### src/design/azd_pkg.sv
// Constants, field layout and types shared by the zone detector files
`default_nettype none

package azd_pkg;
  localparam int ZONES          = 3;
  localparam int ZONE_TOP       = 2;
  localparam int WIN_LEN        = 10;
  localparam logic [3:0] SAT_ON   = 4'h8;
  localparam logic [3:0] SAT_HOLD = 4'h6;

  // Timing
  localparam int CLK_PERIOD_NS  = 10;
  localparam int MS_TIME_NS     = 1000000;
  localparam int MS_CYCLES_DEF  = MS_TIME_NS / CLK_PERIOD_NS;
  localparam logic [15:0] MS_PER_S  = 16'h03E8;
  localparam logic [15:0] BPM_MS    = 16'hEA60;
  localparam logic [15:0] TIMER_MAX = 16'hFFFF;

  // Programmable limits
  localparam logic [7:0] RATE_MIN  = 8'h5A;
  localparam logic [7:0] RATE_MAX  = 8'hFA;
  localparam logic [7:0] DUR_MIN   = 8'h01;
  localparam logic [7:0] DUR_TOP   = 8'h0F;
  localparam logic [7:0] DUR_MID   = 8'h1E;
  localparam logic [7:0] DUR_LOW   = 8'h3C;

  // Register byte addresses
  localparam logic [7:0] ADDR_CTRL   = 8'h00;
  localparam logic [7:0] ADDR_RATE0  = 8'h04;
  localparam logic [7:0] ADDR_DUR0   = 8'h10;
  localparam logic [7:0] ADDR_STATUS = 8'h1C;
  localparam logic [7:0] ADDR_STEP   = 8'h04;

  // Field positions
  localparam int CTRL_MODE_LSB = 0;
  localparam int CTRL_ZCNT_LSB = 4;
  localparam int ST_SAT_LSB    = 0;
  localparam int ST_EXP_LSB    = 4;
  localparam int ST_MET_BIT    = 8;
  localparam int ST_ZONE_LSB   = 12;
  localparam int ST_LOCK_BIT   = 16;

  // Reset values
  localparam logic [1:0] ZCNT_RESET = 2'h1;
  localparam logic [7:0] RATE_RESET = 8'hA5;
  localparam logic [7:0] DUR_RESET  = 8'h05;

  localparam logic [1:0] RESP_OKAY   = 2'h0;
  localparam logic [1:0] RESP_SLVERR = 2'h2;

  typedef enum logic [1:0] {
    AZD_OFF,
    AZD_MONITOR,
    AZD_THERAPY
  } azd_mode_type;
endpackage : azd_pkg

`default_nettype wire

### src/design/azd_zone.sv
// One zone: sliding fast/slow window, hysteresis and duration timer
`default_nettype none

module azd_zone
  import azd_pkg::*;
(
  input  wire logic        clk_sys,
  input  wire logic        rst,
  input  wire logic        clear,
  input  wire logic        sample,
  input  wire logic        fast,
  input  wire logic        msTick,
  input  wire logic [15:0] durMs,
  output logic             satisfied,
  output logic             expired,
  output logic [3:0]       fastCount
);
  logic [WIN_LEN-1:0] window;
  logic [15:0]        timer;

  function automatic logic [3:0] countFast(input logic [WIN_LEN-1:0] w);
    logic [3:0] c;
    c = 4'h0;
    for (int k = 0; k < WIN_LEN; k++) begin
      c = c + {3'h0, w[k]};
    end
    return c;
  endfunction : countFast

  // Oldest entry falls off, newest enters
  wire [WIN_LEN-1:0] next_window = {window[WIN_LEN-2:0], fast};
  wire [3:0]         next_count  = countFast(next_window);
  wire               next_sat    = satisfied ? (next_count >= SAT_HOLD)
                                             : (next_count >= SAT_ON);
  wire               timerDone   = timer >= durMs;

  // Window state; cleared slots read as slow
  always_ff @(posedge clk_sys or posedge rst) begin
    if (rst) begin
      window    <= '0;
      fastCount <= 4'h0;
      satisfied <= 1'b0;
      expired   <= 1'b0;
    end else if (clear) begin
      window    <= '0;
      fastCount <= 4'h0;
      satisfied <= 1'b0;
      expired   <= 1'b0;
    end else if (sample) begin
      window    <= next_window;
      fastCount <= next_count;
      satisfied <= next_sat;
      // Only checked per interval, so may overrun by up to one interval
      expired   <= next_sat && satisfied && timerDone;
    end
  end

  // Timer sees only this zone's window
  always_ff @(posedge clk_sys or posedge rst) begin
    if (rst) begin
      timer <= 16'h0000;
    end else if (clear || !satisfied || (sample && !next_sat)) begin
      timer <= 16'h0000;
    end else if (msTick && timer != TIMER_MAX) begin
      timer <= timer + 16'h0001;
    end
  end
endmodule : azd_zone

`default_nettype wire

### src/design/azd_detector.sv
// Zone detector top: AXI4-Lite registers, classification and zone arbitration
//
// The implementer's own choices: the placing of the registers and the AXI4-Lite register port.
`default_nettype none

module azd_detector
  import azd_pkg::*;
#(
  parameter int MS_CYCLES = MS_CYCLES_DEF
) (
  input  wire logic        clk_sys,
  input  wire logic        rst,
  // Interval from the sensing front end
  input  wire logic        intervalValid,
  input  wire logic [15:0] intervalMs,
  input  wire logic [2:0]  enhancePass,
  // Result toward charging logic
  output logic             detectMet,
  output logic             chargeReq,
  output logic [1:0]       chargeZone,
  // AXI4-Lite slave
  input  wire logic [7:0]  s_axi_awaddr,
  input  wire logic        s_axi_awvalid,
  output logic             s_axi_awready,
  input  wire logic [31:0] s_axi_wdata,
  input  wire logic [3:0]  s_axi_wstrb,
  input  wire logic        s_axi_wvalid,
  output logic             s_axi_wready,
  output logic [1:0]       s_axi_bresp,
  output logic             s_axi_bvalid,
  input  wire logic        s_axi_bready,
  input  wire logic [7:0]  s_axi_araddr,
  input  wire logic        s_axi_arvalid,
  output logic             s_axi_arready,
  output logic [31:0]      s_axi_rdata,
  output logic [1:0]       s_axi_rresp,
  output logic             s_axi_rvalid,
  input  wire logic        s_axi_rready
);
  // Programmed state
  azd_mode_type mode;
  logic [1:0]   zoneCount;
  logic [7:0]   rateReg [ZONES];
  logic [7:0]   durReg  [ZONES];
  logic         reprogram;

  // Bus holding state
  logic         awHeld;
  logic         wHeld;
  logic [7:0]   awAddr;
  logic [31:0]  wData;
  logic [3:0]   wStrb;

  // Detection state
  logic [31:0]  msCount;
  logic         msTick;
  logic         evalPending;
  logic [2:0]   lastIn;
  logic         chargeLock;
  logic [1:0]   winZone;

  wire [2:0]  sat;
  wire [2:0]  exp;
  wire [2:0]  zoneEn;
  wire [2:0]  fastRaw;
  wire [2:0]  fastVec;
  wire [2:0]  inZone;
  wire [2:0]  met;
  wire [2:0]  win;
  wire [15:0] threshMs [ZONES];
  wire [15:0] durMs    [ZONES];
  wire [3:0]  fastCount [ZONES];

  // Zero zones treated as one; enable counts down from the top zone
  wire [1:0] zoneUse   = (zoneCount == 2'h0) ? 2'h1 : zoneCount;
  wire       modeOff   = (mode == AZD_OFF);
  wire       zoneClear = modeOff || reprogram;

  generate
    for (genvar i = 0; i < ZONES; i++) begin : g_zone
      localparam int RANK = ZONE_TOP - i;
      wire [7:0] rateClamp;
      wire [7:0] durLimit;
      wire [7:0] durClamp;
      wire [15:0] rank;

      assign zoneEn[i] = (32'(zoneUse) + 32'(i)) >= ZONES;
      // Out of range rates are pinned to keep the divide defined
      assign rateClamp = (rateReg[i] < RATE_MIN) ? RATE_MIN :
                         (rateReg[i] > RATE_MAX) ? RATE_MAX : rateReg[i];
      assign threshMs[i] = BPM_MS / {8'h00, rateClamp};
      assign fastRaw[i]  = zoneEn[i] && (intervalMs <= threshMs[i]);
      // Rank counted from the top zone index, not the highest enabled zone, sets the ceiling
      assign durLimit = (RANK == 0) ? DUR_TOP : (RANK == 1) ? DUR_MID : DUR_LOW;
      assign durClamp = (durReg[i] < DUR_MIN) ? DUR_MIN :
                        (durReg[i] > durLimit) ? durLimit : durReg[i];
      assign rank     = {8'h00, durClamp} * MS_PER_S;
      assign durMs[i] = rank;

      if (i == ZONE_TOP) begin : g_top
        assign fastVec[i] = fastRaw[i];
        assign inZone[i]  = fastVec[i];
      end else begin : g_low
        assign fastVec[i] = zoneEn[i] && (fastRaw[i] || fastVec[i+1]);
        assign inZone[i]  = fastVec[i] && !fastVec[i+1];
      end

      // Met only with all four conditions on the latest interval
      assign met[i] = sat[i] && exp[i] && enhancePass[i] && lastIn[i];
      // Any satisfied higher zone masks this one
      assign win[i] = met[i] && !(|(sat >> (i + 1)));

      azd_zone u_zone (
        .clk_sys   (clk_sys),
        .rst       (rst),
        .clear     (zoneClear || !zoneEn[i]),
        .sample    (intervalValid),
        .fast      (fastVec[i]),
        .msTick    (msTick),
        .durMs     (durMs[i]),
        .satisfied (sat[i]),
        .expired   (exp[i]),
        .fastCount (fastCount[i])
      );
    end
  endgenerate

  // Single winner encoded; at most one bit of win is ever set
  wire       anyWin   = |win;
  wire [1:0] next_win = win[2] ? 2'h2 : win[1] ? 2'h1 : 2'h0;

  // Millisecond prescaler shared by all timers
  always_ff @(posedge clk_sys or posedge rst) begin
    if (rst) begin
      msCount <= 32'h0000_0000;
      msTick  <= 1'b0;
    end else if (msCount >= 32'(MS_CYCLES - 1)) begin
      msCount <= 32'h0000_0000;
      msTick  <= 1'b1;
    end else begin
      msCount <= msCount + 32'h0000_0001;
      msTick  <= 1'b0;
    end
  end

  // Window state settles one cycle after the interval, then decide
  always_ff @(posedge clk_sys or posedge rst) begin
    if (rst) begin
      evalPending <= 1'b0;
      lastIn      <= 3'h0;
    end else begin
      evalPending <= intervalValid && !modeOff;
      if (intervalValid) begin
        lastIn <= inZone;
      end
    end
  end

  // Decision and charge request; lock holds until all windows drop
  always_ff @(posedge clk_sys or posedge rst) begin
    if (rst) begin
      detectMet  <= 1'b0;
      chargeReq  <= 1'b0;
      chargeZone <= 2'h0;
      winZone    <= 2'h0;
      chargeLock <= 1'b0;
    end else begin
      chargeReq <= 1'b0;
      if (modeOff) begin
        detectMet  <= 1'b0;
        chargeLock <= 1'b0;
      end else if (evalPending) begin
        detectMet <= anyWin;
        if (anyWin) begin
          winZone <= next_win;
        end
        if (anyWin && mode == AZD_THERAPY && !chargeLock) begin
          chargeReq  <= 1'b1;
          chargeZone <= next_win;
          chargeLock <= 1'b1;
        end else if (sat == 3'h0) begin
          chargeLock <= 1'b0;
        end
      end
    end
  end

  // Write path decode
  wire       doWrite  = awHeld && wHeld && !s_axi_bvalid;
  wire [7:0] wOff     = awAddr - ADDR_RATE0;
  wire [7:0] dOff     = awAddr - ADDR_DUR0;
  wire       wCtrl    = awAddr == ADDR_CTRL;
  wire       wRate    = awAddr >= ADDR_RATE0 && awAddr < ADDR_DUR0 && awAddr[1:0] == 2'h0;
  wire       wDur     = awAddr >= ADDR_DUR0 && awAddr < ADDR_STATUS && awAddr[1:0] == 2'h0;
  wire       wHit     = wCtrl || wRate || wDur;
  wire [1:0] wIdx     = wOff[3:2];
  wire [1:0] dIdx     = dOff[3:2];

  // Address and data channels taken in either order
  always_ff @(posedge clk_sys or posedge rst) begin
    if (rst) begin
      awHeld        <= 1'b0;
      awAddr        <= 8'h00;
      s_axi_awready <= 1'b0;
      wHeld         <= 1'b0;
      wData         <= 32'h0000_0000;
      wStrb         <= 4'h0;
      s_axi_wready  <= 1'b0;
    end else begin
      if (s_axi_awvalid && s_axi_awready) begin
        awHeld        <= 1'b1;
        awAddr        <= s_axi_awaddr;
        s_axi_awready <= 1'b0;
      end else if (doWrite) begin
        awHeld <= 1'b0;
      end else if (!awHeld) begin
        s_axi_awready <= 1'b1;
      end
      if (s_axi_wvalid && s_axi_wready) begin
        wHeld        <= 1'b1;
        wData        <= s_axi_wdata;
        wStrb        <= s_axi_wstrb;
        s_axi_wready <= 1'b0;
      end else if (doWrite) begin
        wHeld <= 1'b0;
      end else if (!wHeld) begin
        s_axi_wready <= 1'b1;
      end
    end
  end

  // Register writes; byte lane 0 carries every field
  always_ff @(posedge clk_sys or posedge rst) begin
    if (rst) begin
      mode         <= AZD_OFF;
      zoneCount    <= ZCNT_RESET;
      rateReg      <= '{default: RATE_RESET};
      durReg       <= '{default: DUR_RESET};
      reprogram    <= 1'b0;
      s_axi_bvalid <= 1'b0;
      s_axi_bresp  <= RESP_OKAY;
    end else begin
      reprogram <= 1'b0;
      if (doWrite) begin
        s_axi_bvalid <= 1'b1;
        s_axi_bresp  <= wHit ? RESP_OKAY : RESP_SLVERR;
        if (wStrb[0] && wCtrl) begin
          mode      <= azd_mode_type'(wData[CTRL_MODE_LSB +: 2]);
          zoneCount <= wData[CTRL_ZCNT_LSB +: 2];
          reprogram <= 1'b1;
        end
        if (wStrb[0] && wRate && wIdx != 2'h3) begin
          rateReg[wIdx] <= wData[7:0];
          reprogram     <= 1'b1;
        end
        if (wStrb[0] && wDur && dIdx != 2'h3) begin
          durReg[dIdx] <= wData[7:0];
        end
      end else if (s_axi_bvalid && s_axi_bready) begin
        s_axi_bvalid <= 1'b0;
      end
    end
  end

  // Read decode
  wire [7:0]  rOffR  = s_axi_araddr - ADDR_RATE0;
  wire [7:0]  rOffD  = s_axi_araddr - ADDR_DUR0;
  wire        rRate  = s_axi_araddr >= ADDR_RATE0 && s_axi_araddr < ADDR_DUR0;
  wire        rDur   = s_axi_araddr >= ADDR_DUR0 && s_axi_araddr < ADDR_STATUS;
  wire        rAlign = s_axi_araddr[1:0] == 2'h0;
  wire [31:0] ctrlWord = {26'h0, zoneCount, 2'h0, mode} ;
  wire [31:0] statWord = {15'h0, chargeLock, 2'h0, winZone, 3'h0, detectMet,
                          1'b0, exp, 1'b0, sat};
  wire        rHit   = rAlign && (s_axi_araddr == ADDR_CTRL || rRate || rDur ||
                                  s_axi_araddr == ADDR_STATUS);
  wire [31:0] next_rdata = !rHit                        ? 32'h0000_0000 :
                           s_axi_araddr == ADDR_CTRL    ? ctrlWord :
                           s_axi_araddr == ADDR_STATUS  ? statWord :
                           rRate ? {24'h0, rateReg[rOffR[3:2]]} :
                                   {24'h0, durReg[rOffD[3:2]]};

  // Read channel; one read outstanding
  always_ff @(posedge clk_sys or posedge rst) begin
    if (rst) begin
      s_axi_arready <= 1'b0;
      s_axi_rvalid  <= 1'b0;
      s_axi_rdata   <= 32'h0000_0000;
      s_axi_rresp   <= RESP_OKAY;
    end else if (s_axi_arvalid && s_axi_arready) begin
      s_axi_arready <= 1'b0;
      s_axi_rvalid  <= 1'b1;
      s_axi_rdata   <= next_rdata;
      s_axi_rresp   <= rHit ? RESP_OKAY : RESP_SLVERR;
    end else if (s_axi_rvalid && s_axi_rready) begin
      s_axi_rvalid  <= 1'b0;
      s_axi_arready <= 1'b1;
    end else if (!s_axi_rvalid) begin
      s_axi_arready <= 1'b1;
    end
  end
endmodule : azd_detector

`default_nettype wire

### config.mk
export PLATFORM = sky130hd
export DESIGN_NAME = azd_detector
export DESIGN_NICKNAME = d
export VERILOG_FILES = /design/src/design/azd_pkg.sv /design/src/design/azd_zone.sv /design/src/design/azd_detector.sv
export SDC_FILE = /design/constraint.sdc
export NUM_CORES = 1
export LEC_CHECK = 0
export ABC_AREA = 1
export BUFFER_PORTS_ARGS = -buffer_cell sky130_fd_sc_hd__buf_2
export CORE_AREA = 2 2 264 201
export DETAILED_ROUTE_END_ITERATION = 10
export DIE_AREA = 0 0 266 203
export HOLD_SLACK_MARGIN = 0.03
export PLACE_DENSITY = 0.76
export SLEW_MARGIN = 10
export SYNTH_ARGS = -nofsm -noshare
export SYNTH_HDL_FRONTEND = slang
export SYNTH_SLANG_ARGS = --single-unit
### constraint.sdc
create_clock -name clk_sys -period 26.5 [get_ports clk_sys]
set_clock_uncertainty 0.2 [all_clocks]
set_input_delay 2.65 -clock clk_sys [delete_from_list [all_inputs] [get_ports clk_sys]]
set_output_delay 2.65 -clock clk_sys [all_outputs]
set_load 0.05 [all_outputs]
==> impl_metrics.tcl <==
set metrics [dict create \
    synthSimpleGateAreaFrac_pct 29.5 \
    cp-start-kind "flop" \
    die_w_um 266 \
    fillers 4760 \
    placed_area_mm2 0.0314 \
    cp_slowest_cell "dfstp_2" \
    cts_root_buf "clkbuf_16" \
    cp_max_fo 13 \
    dr.pass1.iters 6 \
    die_h_um 203 \
    end_kind "flop" \
    hold_path.startpoint "msCount[0]$_DFF_PP0_" \
    syn_inst 4327 \
    reg2reg_depth 145 \
    slew_viol_final 0 \
    vias 27903 \
    avgSynthCellArea_um2 6.96 \
    dp_hpwl_mm 58.0 \
    clock-sinks 216 \
    antenna_found_initial 1 \
    maxCapViolations 0 \
    finalHoldViolations 0 \
    reg2reg_setup_slack_ns 2.31 \
    synth_compound_area_share_pct 14.9 \
    final_common_cell "nand2_1" \
    nets 5056 \
    gp_congestion 0.951 \
    core_mm2 0.0512 \
    reg2reg_from "rateReg[7]$_DFFE_PP1P_" \
    drc 0 \
    max-slew-margin-rel_pct 24.7 \
    layout_common_cells "956 x nand2_1, 639 x inv_1, 398 x ha_1" \
    critPathMaxStageDelay_ns 0.60 \
    ys_warn_count 0 \
    synth_ff_type "dfrtp_1" \
    final_area_mm2 0.0324 \
    ios 124 \
    critPathRequiredTime_ns 26.74 \
    grt_overflow 0 \
    grt_pass1_wl_mm 122 \
    synth_enable_flop_cells 0 \
    worstMarginPinSlew_ns 1.10 \
    drive_above_1_share_pct 8.89 \
    ys_seq_elements 216 \
    synthesis.area_mm2 0.0301 \
    wire_per_inst_um 13.9 \
    yosys.cell_types.count 75 \
    synth_xor_area_share_pct 5.41 \
    cts_buffers 22 \
    num_rows 72 \
    grt_max_degree 143 \
    clk_pin_slew_ns 0.07 \
    finalSetupTns_ns 0 \
    track_usage_pct 26.7 \
    timing.fmax_ghz 0.0413 \
    crit_arrival_ns 24.44 \
    tritoncts "done" \
    path_class "reg2reg" \
    layout_min_cycle_time_ns 24.19 \
    area_delta_synth_final_pct 7.38 \
    holdBufCountCts 0 \
    synth_mux_area_share_pct 0 \
    ys_seq_area_share_pct 18.0 \
    routed_wl_mm 72.0 \
    worstReg2RegEnd "g_zone[0].u_zone.timer[2]$_DFFE_PP0P_" \
    async_flop_share_pct 100 \
    viasPerCell 5.39 \
    whs_endpoint "msCount[0]$_DFF_PP0_" \
    clkLatencyLatePin_ns 0.52 \
    grt_pass1_vias 25166 \
    io_buffers 74 \
    hp-class "reg2reg" \
    h-tree-depth 1 \
    setup_viol 0 \
    start_util_pct 58.9 \
    hold_depth 1 \
    outcome "finished, final reports clean" \
    synth_top_family_by_area "simple AND/OR/NAND/NOR gates" \
    synthAdderAreaFrac_pct 22.2 \
    cp_common_cell "nand2_1" \
    finalCoreUtilization_pct 63.2 \
    fin_crit_sh_pct 91.3 \
    holdWs_ns 0.263 \
    drtIter0Drc 2137 \
    clockBufferDepth 3 \
    ant_nets 0 \
    die-area_mm2 0.0540 \
]
==> registers in the layout, indices dropped and copies added (netlist names), 2 cells and up <==
| register | count |
|---|---|
| g_zone.u_zone.timer | 48 |
| winZone | 2 |
| msCount | 32 |
| wData | 8 |
| g_zone.u_zone.window | 27 |
| rateReg | 24 |
| zoneCount | 2 |
| g_zone.u_zone.expired | 3 |
| g_zone.u_zone.satisfied | 3 |
| durReg | 24 |
| chargeZone | 2 |
| mode | 2 |
| s_axi_rdata | 12 |
| awAddr | 8 |
| lastIn | 3 |
==> metal layers <==
layer / global-route usage [%] / vias up / wire (µm)
met5: 0 / - / 12
met1: 42.0 / 12706 / 37200
met2: 40.0 / 615 / 29800
met3: 3.09 / 49 / 4150
li1: - / 14531 / -
met4: 3.49 / 2 / 847
==> synth_stat cells, drive strengths merged, types with 3 or more instances <==
cell type     n  area, µm²
nand3       284       1690
a2111oi       4       35.0
dfstp        19        499
o22ai         5       31.3
ha          399       4990
clkbuf       33        134
o2111ai       3       26.3
or2          22        138
and2          3       21.3
xnor2        78        683
a211oi       15        113
nor2        347       1510
o211ai       17        128
inv         659       2480
o311ai        9       78.8
nand4        84        553
and3          5       31.3
a221oi        9       78.8
o21bai       28        210
o21ai       353       1830
nand3b       17        128
nor3b        14        128
a21o         14        106
o21a         10       75.1
a21oi       271       1360
dfrtp       197       4930
o31ai        10       75.1
nor4         14       87.6
buf          40        323
a22oi         8       60.1
nand2      1042       4270
clkinv       17       70.1
a31oi        21        131
nor3         64        325
a32o          4       40.0
xor2        108        946
fa           84       1680
==> worst max-delay path, delay by kind of cell, from the launching register on <==
family,cells,cell delay [ns]
flip-flops,1,0.60
AND/OR/NAND/NOR,64,7.57
adder cells (fa/ha/maj),17,6.07
AO/OA/AOI/OAI,40,6.40
buffers and inverters,24,3.19
==> how the worst max path moves through the flow <==
| stage | from | to | slack (ns) | cells past startpoint |
|---|---|---|---|---|
| 2_1_floorplan | rateReg[2]$_DFFE_PP1P_ | g_zone[0].u_zone.timer[1]$_DFFE_PP0P_ | 4.74 | 146 |
| 3_5_place_dp | rateReg[7]$_DFFE_PP1P_ | g_zone[1].u_zone.timer[10]$_DFFE_PP0P_ | 1.11 | 141 |
| 4_1_cts | rateReg[7]$_DFFE_PP1P_ | g_zone[1].u_zone.timer[10]$_DFFE_PP0P_ | 1.05 | 141 |
| 6_report | rateReg[7]$_DFFE_PP1P_ | g_zone[0].u_zone.timer[2]$_DFFE_PP0P_ | 2.31 | 145 |
| 5_1_grt | rateReg[23]$_DFFE_PP1P_ | g_zone[0].u_zone.timer[14]$_DFFE_PP0P_ | -0.02 | 128 |
| 3_3_place_gp | rateReg[7]$_DFFE_PP1P_ | g_zone[1].u_zone.timer[10]$_DFFE_PP0P_ | 1.63 | 141 |
==> area by class of cell <==
| type | count | area, µm² | share of cell area, % |
|---|---|---|---|
| multi-input combinational | 3485 | 22200 | 68.8 |
| inverter | 676 | 2580 | 7.97 |
| sequential | 216 | 5430 | 16.8 |
| timing repair buffer | 93 | 513 | 1.59 |
| clock inverter | 8 | 77.6 | 0.240 |
| antenna | 1 | 2.50 | 0.00774 |
| clock buffer | 32 | 669 | 2.07 |
| tap | 666 | 833 | 2.58 |
==> stage by stage <==
step           cells  worst slack (ns)
4_1_cts         5169              1.05
5_1_grt         5176           -0.0204
2_1_floorplan   4449              4.74
3_5_place_dp    5129              1.11
6_report        5177              2.31
3_3_place_gp    5129              1.63
==> logic make-up after synthesis <==
kind of cell | count (synthesis)
other cells | 2
compound gates | 793
fa+ha+maj | 483
xor+xnor | 186
flops | 216
simple gates | 1898
buf+inv | 749
==> timing repair <==
item	CTS	global route
endpoints found under the setup margin	0	54
setup buffers	0	6
gates resized for setup	0	35
Power is left out: the tool's default activity adds up to more than one toggle a clock period on the data nets, which glitch-free logic cannot reach.
